`src/pkg/abfp_pkg.sv`:
```
// Package of constants and carrier types for the async byte FIFO port
package abfp_pkg;
    localparam int ABFP_DATA_W = 8;
    localparam int ABFP_RX_DEPTH = 16;
    localparam int ABFP_TX_DEPTH = 16;
    localparam int ABFP_PTR_W = 4;
    localparam int ABFP_SYNC_STAGES = 3;
    // Strobe level and data/count values after reset (strobes idle high)
    localparam logic ABFP_STROBE_IDLE = 1'b1;
    localparam logic [ABFP_DATA_W-1:0] ABFP_DATA_RESET = 8'h00;
    localparam logic [ABFP_PTR_W:0] ABFP_COUNT_RESET = 5'h00;

    typedef logic [ABFP_DATA_W-1:0] abfp_byte_t;

    // Byte stream toward or from the internal USB engine
    typedef struct packed {
        logic valid;
        abfp_byte_t data;
    } abfp_stream_s;

    // Pins facing the external bus master
    typedef struct packed {
        logic rd_n;
        logic wr_n;
        logic flush_wakeup_n;
    } abfp_strobes_s;

    typedef enum logic [1:0] {
        ABFP_RD_IDLE,
        ABFP_RD_DRIVE,
        ABFP_RD_GAP
    } abfp_rd_state_e;
endpackage : abfp_pkg

```
`src/verilog/abfp_mem.sv`:
```
// Small byte buffer memory with registered read data
`timescale 1ns/1ps
module abfp_mem
    import abfp_pkg::*;
(
    input wire logic ref_clk,
    input wire logic wr_en,
    input wire logic [ABFP_PTR_W-1:0] wr_addr,
    input wire abfp_byte_t wr_data,
    input wire logic [ABFP_PTR_W-1:0] rd_addr,
    output abfp_byte_t rd_data
);
    abfp_byte_t mem_reg [0:(1<<ABFP_PTR_W)-1];

    // Write port and registered read, no reset so it maps onto RAM
    always_ff @(posedge ref_clk) begin
        if (wr_en) begin
            mem_reg[wr_addr] <= wr_data;
        end
        rd_data <= mem_reg[rd_addr];
    end
endmodule : abfp_mem

```
`src/verilog/abfp_port.sv`:
```
// Asynchronous strobe-driven byte FIFO port, one channel
`timescale 1ns/1ps
module abfp_port
    import abfp_pkg::*;
(
    input wire logic ref_clk,
    input wire logic rst,
    input wire logic fifo_mode_en,
    input wire logic remote_wakeup_en,
    input wire logic power_enable_n,
    input wire abfp_strobes_s strobes,
    input wire abfp_byte_t fifo_data_in,
    output abfp_byte_t fifo_data_out,
    output logic fifo_data_oe,
    output logic rx_available_n,
    output logic rx_available_oe,
    output logic tx_room_n,
    output logic tx_room_oe,
    input wire abfp_stream_s usb_rx,
    output logic usb_rx_ready,
    output abfp_stream_s usb_tx,
    input wire logic usb_tx_ready,
    output logic send_immediate,
    output logic resume_request
);
    localparam int DEPTH_MAX = 1 << ABFP_PTR_W;

    // Synchroniser chains, one per strobe; only the last stages are looked at
    logic [2:0] sync_in;
    logic [ABFP_SYNC_STAGES-1:0] sync_reg [0:2];
    logic [ABFP_SYNC_STAGES-1:0] sync_next [0:2];
    logic [2:0] synced;
    logic [2:0] prev_reg;
    logic [2:0] fell;
    logic [2:0] rose;

    assign sync_in = {strobes.flush_wakeup_n, strobes.wr_n, strobes.rd_n};

    genvar gi;
    generate
        for (gi = 0; gi < 3; gi++) begin : g_sync
            always_comb begin
                sync_next[gi] = {sync_reg[gi][ABFP_SYNC_STAGES-2:0], sync_in[gi]};
            end
            always_ff @(posedge ref_clk or posedge rst) begin
                if (rst) begin
                    sync_reg[gi] <= {ABFP_SYNC_STAGES{ABFP_STROBE_IDLE}};
                end else begin
                    sync_reg[gi] <= sync_next[gi];
                end
            end
            assign synced[gi] = sync_reg[gi][ABFP_SYNC_STAGES-1];
            // Edges are taken only from the settled stage
            assign fell[gi] = prev_reg[gi] & ~synced[gi];
            assign rose[gi] = ~prev_reg[gi] & synced[gi];
        end
    endgenerate

    // Previous settled strobe levels for edge detection
    always_ff @(posedge ref_clk or posedge rst) begin
        if (rst) begin
            prev_reg <= {3{ABFP_STROBE_IDLE}};
        end else begin
            prev_reg <= synced;
        end
    end

    // Receive buffer pointers and state
    logic [ABFP_PTR_W-1:0] rx_wptr_reg, rx_wptr_next, rx_rptr_reg, rx_rptr_next;
    logic [ABFP_PTR_W:0] rx_cnt_reg, rx_cnt_next;
    abfp_rd_state_e rd_state_reg, rd_state_next;
    abfp_byte_t rx_head;
    abfp_byte_t dout_reg, dout_next;
    logic rx_push, rx_pop;

    assign usb_rx_ready = fifo_mode_en && (rx_cnt_reg != DEPTH_MAX[ABFP_PTR_W:0]);
    assign rx_push = usb_rx.valid && usb_rx_ready;

    abfp_mem u_rx_mem (
        .ref_clk(ref_clk),
        .wr_en(rx_push),
        .wr_addr(rx_wptr_reg),
        .wr_data(usb_rx.data),
        .rd_addr(rx_rptr_next),
        .rd_data(rx_head)
    );

    // Read strobe sequencing: drive on fall, advance on rise, flag gap after rise
    always_comb begin
        rd_state_next = rd_state_reg;
        dout_next = dout_reg;
        rx_pop = 1'b0;
        case (rd_state_reg)
            ABFP_RD_IDLE: begin
                if (fell[0] && fifo_mode_en && rx_cnt_reg != '0) begin
                    dout_next = rx_head;
                    rd_state_next = ABFP_RD_DRIVE;
                end
            end
            ABFP_RD_DRIVE: begin
                if (rose[0]) begin
                    rx_pop = 1'b1;
                    rd_state_next = ABFP_RD_GAP;
                end
            end
            default: begin
                // One idle cycle keeps the flag high after every read
                rd_state_next = ABFP_RD_IDLE;
            end
        endcase
    end

    // Receive pointer and count updates
    always_comb begin
        rx_wptr_next = rx_push ? rx_wptr_reg + 1'b1 : rx_wptr_reg;
        rx_rptr_next = rx_pop ? rx_rptr_reg + 1'b1 : rx_rptr_reg;
        rx_cnt_next = rx_cnt_reg;
        if (rx_push && !rx_pop) begin
            rx_cnt_next = rx_cnt_reg + 1'b1;
        end else if (rx_pop && !rx_push) begin
            rx_cnt_next = rx_cnt_reg - 1'b1;
        end
    end

    always_ff @(posedge ref_clk or posedge rst) begin
        if (rst) begin
            rd_state_reg <= ABFP_RD_IDLE;
            dout_reg <= ABFP_DATA_RESET;
            rx_wptr_reg <= '0;
            rx_rptr_reg <= '0;
            rx_cnt_reg <= ABFP_COUNT_RESET;
        end else begin
            rd_state_reg <= rd_state_next;
            dout_reg <= dout_next;
            rx_wptr_reg <= rx_wptr_next;
            rx_rptr_reg <= rx_rptr_next;
            rx_cnt_reg <= rx_cnt_next;
        end
    end

    // Data lines driven only while the read strobe is low and a read is live
    assign fifo_data_out = dout_reg;
    assign fifo_data_oe = (rd_state_reg == ABFP_RD_DRIVE) && !synced[0];

    // Transmit buffer lives in its own memory, drained toward the USB engine
    logic [ABFP_PTR_W-1:0] tx_wptr_reg, tx_wptr_next, tx_rptr_reg, tx_rptr_next;
    logic [ABFP_PTR_W:0] tx_cnt_reg, tx_cnt_next;
    logic tx_push, tx_pop, tx_valid;
    logic tx_stale_reg, tx_stale_next;
    abfp_byte_t tx_head;

    assign tx_push = fell[1] && fifo_mode_en && tx_cnt_reg != DEPTH_MAX[ABFP_PTR_W:0];
    // Registered read lags a write into the head slot by one cycle, so valid waits for it
    assign tx_valid = (tx_cnt_reg != '0) && !tx_stale_reg;
    assign tx_pop = tx_valid && usb_tx_ready;
    assign usb_tx.valid = tx_valid;
    assign usb_tx.data = tx_head;

    // Captured byte is the one on the lines once the fall has passed the synchroniser
    abfp_mem u_tx_mem (
        .ref_clk(ref_clk),
        .wr_en(tx_push),
        .wr_addr(tx_wptr_reg),
        .wr_data(fifo_data_in),
        .rd_addr(tx_rptr_next),
        .rd_data(tx_head)
    );

    always_comb begin
        tx_stale_next = tx_push && (tx_wptr_reg == tx_rptr_next);
        tx_wptr_next = tx_push ? tx_wptr_reg + 1'b1 : tx_wptr_reg;
        tx_rptr_next = tx_pop ? tx_rptr_reg + 1'b1 : tx_rptr_reg;
        tx_cnt_next = tx_cnt_reg;
        if (tx_push && !tx_pop) begin
            tx_cnt_next = tx_cnt_reg + 1'b1;
        end else if (tx_pop && !tx_push) begin
            tx_cnt_next = tx_cnt_reg - 1'b1;
        end
    end

    always_ff @(posedge ref_clk or posedge rst) begin
        if (rst) begin
            tx_stale_reg <= 1'b0;
            tx_wptr_reg <= '0;
            tx_rptr_reg <= '0;
            tx_cnt_reg <= ABFP_COUNT_RESET;
        end else begin
            tx_stale_reg <= tx_stale_next;
            tx_wptr_reg <= tx_wptr_next;
            tx_rptr_reg <= tx_rptr_next;
            tx_cnt_reg <= tx_cnt_next;
        end
    end

    // Flags: open while reset is asserted or the mode is off, active low otherwise
    logic rx_flag_n_reg, rx_flag_n_next, tx_flag_n_reg, tx_flag_n_next;
    always_comb begin
        rx_flag_n_next = !(fifo_mode_en && rd_state_next == ABFP_RD_IDLE
                           && rd_state_reg == ABFP_RD_IDLE && rx_cnt_next != '0);
        tx_flag_n_next = !(fifo_mode_en && tx_cnt_next != DEPTH_MAX[ABFP_PTR_W:0]);
    end

    always_ff @(posedge ref_clk or posedge rst) begin
        if (rst) begin
            rx_flag_n_reg <= 1'b1;
            tx_flag_n_reg <= 1'b1;
        end else begin
            rx_flag_n_reg <= rx_flag_n_next;
            tx_flag_n_reg <= tx_flag_n_next;
        end
    end

    assign rx_available_n = rx_flag_n_reg;
    assign tx_room_n = tx_flag_n_reg;
    assign rx_available_oe = !rst && fifo_mode_en;
    assign tx_room_oe = !rst && fifo_mode_en;

    // Flush/wakeup pulse: resume when suspended with wakeup enabled, send-immediate when not suspended
    logic send_reg, send_next, resume_reg, resume_next;
    always_comb begin
        send_next = fell[2] && fifo_mode_en && !power_enable_n;
        resume_next = fell[2] && fifo_mode_en && power_enable_n && remote_wakeup_en;
    end

    always_ff @(posedge ref_clk or posedge rst) begin
        if (rst) begin
            send_reg <= 1'b0;
            resume_reg <= 1'b0;
        end else begin
            send_reg <= send_next;
            resume_reg <= resume_next;
        end
    end

    assign send_immediate = send_reg;
    assign resume_request = resume_reg;
endmodule : abfp_port

```
`config.mk`:
```
export PLATFORM = sky130hd
export DESIGN_NAME = abfp_port
export DESIGN_NICKNAME = d
export VERILOG_FILES = /design/src/pkg/abfp_pkg.sv /design/src/verilog/abfp_mem.sv /design/src/verilog/abfp_port.sv
export SDC_FILE = /design/constraint.sdc
export NUM_CORES = 1
export LEC_CHECK = 0
export BUFFER_PORTS_ARGS = -buffer_cell sky130_fd_sc_hd__buf_2
export CAP_MARGIN = 40
export CORE_MARGIN = 3
export CORE_UTILIZATION = 62
export DETAILED_ROUTE_END_ITERATION = 12
export PLACE_DENSITY_LB_ADDON = 0.05
export SYNTH_ARGS = -nofsm -noshare
export SYNTH_HDL_FRONTEND = slang
export SYNTH_SLANG_ARGS = --single-unit
export TNS_END_PERCENT = 100
```
`constraint.sdc`:
```
create_clock -name ref_clk -period 3.2 [get_ports ref_clk]
set_clock_uncertainty 0.05 [all_clocks]
set_input_delay 0.16 -clock ref_clk [delete_from_list [all_inputs] [get_ports ref_clk]]
set_output_delay 0.16 -clock ref_clk [all_outputs]
set_load 0.05 [all_outputs]
```
; ---- Word-level counts from Yosys, hierarchy flattened
; Memory sizes are Yosys's and may differ from the RTL's. A register that Yosys moved wholly into a read port is not among the register bits.
; Cells that the tools add are included.
[totals]
memories = 2
elab_cells = 94
ramBits = 256
mem_bits_ro = 0
register_bits = 53
latchBits = 0
[memory_table]
columns = memory, words, word_bits, rd, rd_ports_with_merged_regs, write_ports, line_no
row1 = u_rx_mem.mem_reg, 16, 8, 1, 1, 1, abfp_mem.sv:13  ; abfp_byte_t mem_reg [0:(1<<ABFP_PTR_W)-1];
row2 = u_tx_mem.mem_reg, 16, 8, 1, 1, 1, abfp_mem.sv:13
[classes]
reduce_logical = 39
order_cmp = 0
muxes = 15
addsub = 8
eq_ne = 5
n_bitwise = 8
n_shift = 0
div = 0
n_mul = 0
[op_table]
columns = cell, n
row1 = logical AND 1 bit, 23
row2 = two-way mux 5 bit, 4
row3 = "adder 4 x 1 -> 4 bit, second input constant", 4
row4 = "!= test 5 bit, second input constant", 3
row5 = nonzero test 5 bit, 3
row6 = "adder 5 x 1 -> 5 bit, second input constant", 2
row7 = logical NOT 1 bit, 10
row8 = "subtractor 5 x 1 -> 5 bit, second input constant", 2
row9 = two-way mux 4 bit, 2
row10 = two-way mux 1 bit, 6
row11 = AND 1 bit, 4
row12 = equality test 4 bit, 1
row13 = logical NOT 2 bit, 2
row14 = two-way mux 2 bit, 2
row15 = NOT 1 bit, 4
row16 = one-hot mux 2 bit (2 select lines), 1
row17 = "equality test 2 x 1 -> 1 bit, second input constant", 1
row18 = AND reduction 2 bit, 1

; ---- Longest topological paths before layout
; Gate-level depths: netlist of run 1.
[logic_depth]
depth_word = 11
depth_mapped = 11
mapped_depth_nobuf = 9

; ---- Modules after synthesis
; Synthesis of run 1 repeated with hierarchy kept, for this count alone.
[hier_totals]
cells_unflattened = 643
hier_area_um2 = 12610.8
[modules_own_cells]
columns = module, n_inst, cells_each, seq_area_each_um2, area_per_inst_um2
row1 = abfp_mem, 2, 229, 4003.8, 5147.4
row2 = abfp_port, 1, 185, 1343.8, 2316.0

; ---- Worst setup path after synthesis of run 1
; No wires, ideal clock.
[synth_timing]
path_kind = register to register
start = register tx_cnt_reg[0]
end = register u_tx_mem.rd_data[3] (read register of u_tx_mem.mem_reg)
t_arrival_ns = 2.285
stages_incl_launch_ff = 9
required_time_ns = 3.075
synth_period_minus_slack_ns = 2.410
path_slack_ns = 0.790
cell_sequence = dfrtp_1 -> inv_1 -> ha_1 -> or4b_4 -> nand2_4 -> buf_8 -> mux4_2 -> mux2_2 -> o22ai_1
[synth_between]
elab_chain_len = 4
[synth_lines]
columns = element, line_no
row1 = "start, declared", abfp_port.sv:147  ; logic [ABFP_PTR_W:0] tx_cnt_reg, tx_cnt_next;
row2 = "start signal, assigned", abfp_port.sv:191  ; tx_cnt_reg <= tx_cnt_next;
row3 = nonzero test 5 bit, abfp_port.sv:154  ; assign tx_valid = (tx_cnt_reg != '0) && !tx_stale_reg;
row4 = logical AND 1 bit, abfp_port.sv:154
row5 = logical AND 1 bit, abfp_port.sv:155  ; assign tx_pop = tx_valid && usb_tx_ready;
row6 = two-way mux 4 bit, abfp_port.sv:172  ; tx_rptr_next = tx_pop ? tx_rptr_reg + 1'b1 : tx_rptr_reg;
row7 = "end, declared", abfp_mem.sv:11  ; output abfp_byte_t rd_data
; Every way passes these cells.
; A chain may end at the register's enable or synchronous reset.

; ---- Worst setup path in the final report of run 1
[layout_timing]
start = register tx_cnt_reg[0]
end = register u_tx_mem.rd_data[0] (read register of u_tx_mem.mem_reg)
; The elaborated chain is that of the path after synthesis.

==> run_results.csv, run 1 <==
group,metric,value,unit
sta,period_share,0.924,
logic_synthesis,syn_area_per_cell,15.7,um^2
grt,grt_pass1_vias,8557,
drt,drcViolationCount,0,
setup_path,critPathLaunch,"tx_cnt_reg[0]",
logic_synthesis,netlist-cell-type-count,74,
logic_synthesis,synth_seq_area_share,0.646,
logic_synthesis,yosys_warnings,0,
logic_synthesis,syn_nets,962,
logic_synthesis,synth_area_leaders,"edfxtp_1, mux2i_1, dfrtp_1",
setup_path,worstPathMaxFanout,14,
setup_path,crit_chain,"inv_1, ha_1, nor4b_4, buf_4, nor2_8, xnor2_2, inv_1, a21oi_1, a21oi_1, a31o_2",
floorplan,io_pins,51,
logic_synthesis,synth.cell_area,14500,um^2
drt,avgRoutedWirePerCell,23.3,um
finish,nNetsFinal,1043,
drt,firstDrtPassIters,5,
drt,drt_iter0_markers,617,
logic_synthesis,synth_top_area_cell,"edfxtp_1",
floorplan,die_width,159,um
clock_network,htree_levels,2,
job,drv_cap,0,
clock_network,numCtsBuffers,35,
floorplan,start_util,0.635,
setup_path,start_kind,"register",
clock_network,post-cts-setup-buffers,0,
logic_synthesis,synth_ff_type,"edfxtp_1",
drt,vias,8250,
drt,wirelength,31200,um
placement,placed_area,15000,um^2
sta,finalMaxSlewViolations,0,
placement,dp_hpwl,20700,um
clock_network,cts_root_buf,"clkbuf_16",
floorplan,rows,55,
logic_synthesis,synth.most_common_cell,"edfxtp_1",
sta,rsz0062_at_grt,"no",
clock_network,cts_tree,"built",
floorplan,die_area,25200,um^2
sta,setup_violations,0,
grt,grt_max_degree,40,
drt,via_per_inst,6.15,
setup_path,cpMaxStageDelayCell,"dfrtp_1",
sta,fmax,338,MHz
logic_synthesis,synth_common_cells,"edfxtp_1, mux2i_1, nand2_1",
finish,antennaDiodeCount,0,
placement,port_buffers,50,
setup_path,rrSetupSlack,0.24,ns
setup_path,worstSetupEndpointType,"register",
grt,gr-total-overflow,0,
setup_path,crit_type,"reg -> reg",
floorplan,design.core.area,22800,um^2
power_and_ir_drop,vdd_drop_max,0.845,mV
setup_path,endpoint,"u_tx_mem.rd_data[0]",
logic_synthesis,synth_cells,922,
finish,stdcell_area,16300,um^2
outcome,status,"finished, final reports clean",
grt,antenna_found_initial,0,
sta,hold_viol_final,0,
finish,multi_input_area,4780,um^2
finish,num-fill-cells,1434,
logic_synthesis,synth_edf_count,256,
clock_network,path_clk_slew,0.06,ns
setup_path,crit_path_max_incr_delay,0.43,ns
setup_path,cp.required,3.55,ns
finish,seqCellArea,9350,um^2
finish,areaGrowthSynthToFinish,12.9,%
setup_path,arrival,3.30,ns
finish,drive_above_1_share,0.212,
grt,grt_usage,0.248,
sta,fin_setup_tns,0,ns
setup_path,reg2regPathDepth,10,
placement,gp_congestion,0.845,
setup_path,r2r-start,"tx_cnt_reg[0]",
sta,worst_pin_slew,0.821,ns
logic_synthesis,synth_seq_cells,325,
logic_synthesis,async_flop_share,0.163,
grt,grt_pass1_wl,48400,um
floorplan,die_y,159,um
sta,period_needed,2.96,ns
drt,final_antenna_net_count,0,
worst_hold_path,holdPathStages,1,
setup_path,r2r-end,"u_tx_mem.rd_data[0]",
worst_hold_path,min_path_type,"in -> reg",
power_and_ir_drop,power_density,943,nW/um^2
clock_network,cts_num_sinks,325,
logic_synthesis,synth_top_area_frac,0.531,
clock_network,clock_path_buffers,3,
power_and_ir_drop,cellLeakagePower,6.04,nW
clock_network,worstSkewPairLatency,0.51,ns
sta,max_slew_margin,0.448,
## through the flow
step	total power [W]	hold slack [ns]	cells	utilization	setup slack, ns
after floorplan	0.00997	0.114	922	-	0.790
after global placement	0.0112	0.215	1262	0.659	0.336
after global routing	0.0161	0.0189	1341	0.717	0.0296
after detailed placement	0.0114	0.216	1262	0.659	0.262
final	0.0154	0.0157	1341	0.717	0.245
after CTS	0.0155	0.00454	1341	0.717	0.215
## routing by layer
metal / share of wire / global-route usage / vias up
met4: 0.036 / 0.0967 / 0
met1: 0.38 / 0.306 / 4150
met2: 0.53 / 0.447 / 287
met5: 0 / 0 / -
li1: - / - / 3743
met3: 0.051 / 0.0310 / 70
## cell families (layout without fill, tap and decap cells)
group,after synthesis,count (layout),share of synthesized area
compound gates,101,101,0.0491
mux,225,225,0.186
fa+ha+maj,15,15,0.0128
flops,325,325,0.646
xor+xnor,23,23,0.0163
buf+inv,61,167,0.0231
simple gates,172,172,0.0664
## worst max-delay path: cells and delay by family, from the launching register on
kind / cells / cell delay (ns)
AOI/OAI and AO/OA: 3 / 0.62
xor gates and xnor gates: 1 / 0.42
adders and majority gates: 1 / 0.24
buffers and inverters: 3 / 0.70
DFF: 1 / 0.43
and+or+nand+nor: 2 / 0.38
## timing repair
item	4_1_cts	5_1_grt
endpoints found under the hold margin	100	0
gates resized for setup	0	0
hold buffers	17	0
## layout by cell type, fill, tap and decap left out, types with 16 or more instances in the layout
cell | synthesis | routed
nand2_1 | 61 | 61
dfxtp_1 | 16 | 16
mux2i_1 | 167 | 167
and2_1 | 25 | 25
mux2_2 | 26 | 26
dfrtp_1 | 39 | 37
nand3_1 | 16 | 16
a21oi_1 | 25 | 25
edfxtp_1 | 256 | 256
buf_4 | 5 | 23
clkbuf_16 | 0 | 35
buf_2 | 20 | 50
mux4_2 | 31 | 31
dlygate4sd3_1 | 0 | 17
## final cells by class
cell class	count	share of cell area
Inverter	15	0.00375
Timing Repair Buffer	90	0.0363
Multi-Input combinational cell	536	0.293
Clock buffer	51	0.0591
Tap cell	313	0.0240
Clock inverter	11	0.0112
Sequential cell	325	0.573
## worst min path at each step
stage / startpoint / to / slack [ns]
CTS: fifo_data_in[2] / u_tx_mem.mem_reg[6][2] / 0.005
floorplan: strobes[0] / sync_next[1] / 0.11
global route: fifo_data_in[6] / u_tx_mem.mem_reg[0][6] / 0.02
finish: fifo_data_in[2] / u_tx_mem.mem_reg[6][2] / 0.02
global placement: strobes[0] / sync_next[1] / 0.21
detailed placement: strobes[1] / sync_next[4] / 0.22
## report_power, final
part	switching, W	total (W)	leakage, nW	internal, W
clock	0.00154	0.00403	0.561	0.00250
combinational	0.00339	0.00593	2.42	0.00253
sequential	0.000381	0.00544	3.06	0.00506
Note: power is estimated with default switching activity, not from simulation.
==> run 2: changes to the inputs <==
- BUFFER_PORTS_ARGS: -buffer_cell sky130_fd_sc_hd__buf_2 -> -buffer_cell sky130_fd_sc_hd__buf_4
- CORE_MARGIN: 3 -> 8
- CORE_UTILIZATION: 62 -> 61
- SYNTH_HIERARCHICAL: not set -> 1
==> run_results.csv, run 2 <==
group,metric,value,unit
outcome,status,"finished, final reports clean",
setup_path,crit_chain,"inv_1, ha_1, nor4b_2, or2_1, xnor2_2, buf_12, mux4_1, a22oi_1, nand2_1",
drt,drt-met1-wl,11100,um
floorplan,design.core.area,20200,um^2
clock_network,cts_tree,"built",
drt,top_layer,"met4",
sta,fin_setup_tns,0,ns
logic_synthesis,synth.most_common_cell,"edfxtp_1",
sta,period_needed,2.89,ns
finish,mostFrequentLayoutCells,"edfxtp_1, buf_4, dfrtp_1",
sta,fmax,346,MHz
grt,grt_pass1_vias,6681,
drt,via_per_inst,6.01,
logic_synthesis,synth.cell_area,12600,um^2
setup_path,cpMaxStageDelayCell,"mux4_1",
sta,worst_hold_slack,0.111,ns
sta,finalMaxSlewViolations,0,
sta,max_slew_margin,0.537,
drt,vias,6399,
setup_path,worstPathMaxFanout,34,
finish,antennaDiodeCount,0,
clock_network,htree_levels,2,
worst_hold_path,min_from,"usb_tx_ready",
drt,wirelength,24900,um
power_and_ir_drop,power_density,896,nW/um^2
drt,drcViolationCount,0,
sta,period_share,0.904,
clock_network,post-cts-setup-buffers,0,
setup_path,cp_num_buf_inv,2,
grt,grt_pass1_wl,38800,um
logic_synthesis,synth_area_leaders,"edfxtp_1, dfrtp_1, mux4_2",
floorplan,start_util,0.623,
logic_synthesis,synth_top_area_frac,0.610,
power_and_ir_drop,cellLeakagePower,5.29,nW
placement,port_buffers,50,
logic_synthesis,netlist-cell-type-count,54,
grt,antenna_found_initial,0,
finish,mostFrequentLayoutCell,"edfxtp_1",
clock_network,cts_num_sinks,325,
logic_synthesis,synth_ff_type,"edfxtp_1",
logic_synthesis,synth_top_area_cell,"edfxtp_1",
floorplan,die_y,160,um
setup_path,rrSetupSlack,0.31,ns
clock_network,clock_path_buffers,3,
finish,num-fill-cells,1186,
setup_path,arrival,3.24,ns
sta,rsz0062_at_grt,"no",
floorplan,die_width,160,um
setup_path,r2r-start,"tx_cnt_reg[0]",
drt,avgRoutedWirePerCell,23.4,um
setup_path,reg2regPathDepth,9,
clock_network,cts_hold_buf,23,
grt,grt_max_degree,35,
logic_synthesis,synth_cells,643,
power_and_ir_drop,vdd_drop_max,0.604,mV
finish,areaGrowthSynthToFinish,17.9,%
logic_synthesis,synth_seq_area_share,0.742,
job,drv_cap,0,
setup_path,crit_path_max_incr_delay,0.60,ns
setup_path,crit_family,"simple AND/OR/NAND/NOR gates",
clock_network,path_clk_slew,0.06,ns
drt,final_antenna_net_count,0,
finish,final_util,0.735,
placement,dp_hpwl,15900,um
logic_synthesis,synth_edf_count,256,
setup_path,crit_cells,9,
logic_synthesis,synth_common_cells,"edfxtp_1, dfrtp_1, mux4_2",
setup_path,endpoint,"u_tx_mem/rd_data[1]",
floorplan,rows,52,
logic_synthesis,yosys_warnings,6,
grt,gr-total-overflow,0,
clock_network,cts_root_buf,"clkbuf_16",
logic_synthesis,syn_nets,677,
logic_synthesis,syn_area_per_cell,19.6,um^2
placement,gp_congestion,0.820,
clock_network,numCtsBuffers,34,
grt,grt_usage,0.198,
setup_path,critPathLaunch,"tx_cnt_reg[0]",
setup_path,crit_type,"reg -> reg",
drt,met3_length,1810,um
setup_path,worstSetupEndpointType,"register",
finish,nNetsFinal,804,
drt,drt_iter0_markers,476,
clock_network,cts_resized,0,
sta,hold_viol_final,0,
sta,worst_pin_slew,0.693,ns
logic_synthesis,async_flop_share,0.163,
setup_path,start_kind,"register",
floorplan,io_pins,51,
sta,setup_violations,0,
clock_network,worstSkewPairLatency,0.51,ns
logic_synthesis,synth_seq_cells,325,
worst_hold_path,min_path_type,"in -> reg",
drt,firstDrtPassIters,4,
floorplan,die_area,25500,um^2
setup_path,r2r-end,"u_tx_mem/rd_data[1]",
finish,drive_above_1_share,0.262,
drt,dr_wl_met2,11600,um
setup_path,cp.required,3.54,ns
-- run 2: layout make-up --
| class | instances | area [um^2] | share of cell area |
|---|---|---|---|
| well taps | 270 | 338 | 0.0227 |
| clock buffers | 51 | 966 | 0.0650 |
| clock inverters | 10 | 148 | 0.00993 |
| multi-input cells | 285 | 3040 | 0.205 |
| flip-flops and latches | 325 | 9350 | 0.629 |
| inverters | 8 | 32.5 | 0.00219 |
| repair buffers | 116 | 991 | 0.0667 |
-- run 2: how the worst min path moves through the flow --
stage | to | slack [ns] | cells past startpoint
2_1_floorplan | sync_next[1] | 0.11 | 0
3_3_place_gp | sync_next[7] | 0.22 | 1
3_5_place_dp | rd_state_reg[1] | 0.20 | 2
4_1_cts | tx_cnt_reg[4] | 0.07 | 4
5_1_grt | tx_cnt_reg[4] | 0.08 | 4
6_report | tx_cnt_reg[4] | 0.11 | 4
-- run 2: kinds of logic (layout without fill, tap and decap cells) --
family                   Yosys count  count (layout)  share of synthesized area
multiplexers                      76              76                      0.133
flip-flops                       325             325                      0.742
AND/OR/NAND/NOR                  126             126                     0.0517
buffers and inverters             33             185                     0.0191
AO/OA/AOI/OAI                     51              51                     0.0299
XOR/XNOR                          24              24                     0.0167
adder cells (fa/ha/maj)            8               8                    0.00794
-- run 2: report_power, final --
part	switching (W)	leakage [nW]	total, W	internal, W
clock	0.00148	0.537	0.00389	0.00241
sequential	0.000357	3.06	0.00541	0.00505
combinational	0.00220	1.69	0.00402	0.00183
total	0.00404	5.29	0.0133	0.00928
-- run 2: metrics by stage --
stage | worst slack, ns | instances | cell area [um^2] | total power (W)
2_1_floorplan | 0.507 | 643 | 12600 | 0.00843
3_3_place_gp | 0.420 | 980 | 13500 | 0.00938
3_5_place_dp | 0.329 | 981 | 13500 | 0.00951
4_1_cts | 0.312 | 1065 | 14900 | 0.0134
5_1_grt | 0.157 | 1065 | 14900 | 0.0139
6_report | 0.306 | 1065 | 14900 | 0.0133
-- run 2: routing by layer --
| layer | GRT usage | up-vias |
|---|---|---|
| met1 | 0.290 | 3284 |
| met2 | 0.301 | 228 |
| met3 | 0.0404 | 38 |
| met5 | 0 | - |
| met4 | 0.0514 | 0 |
| li1 | - | 2849 |
-- run 2: tightest hold or removal path, stage by stage --
cell and delay, ns:
buf_4 0.08, nand2b_1 0.10, nand4_1 0.13, o21ai_0 0.11
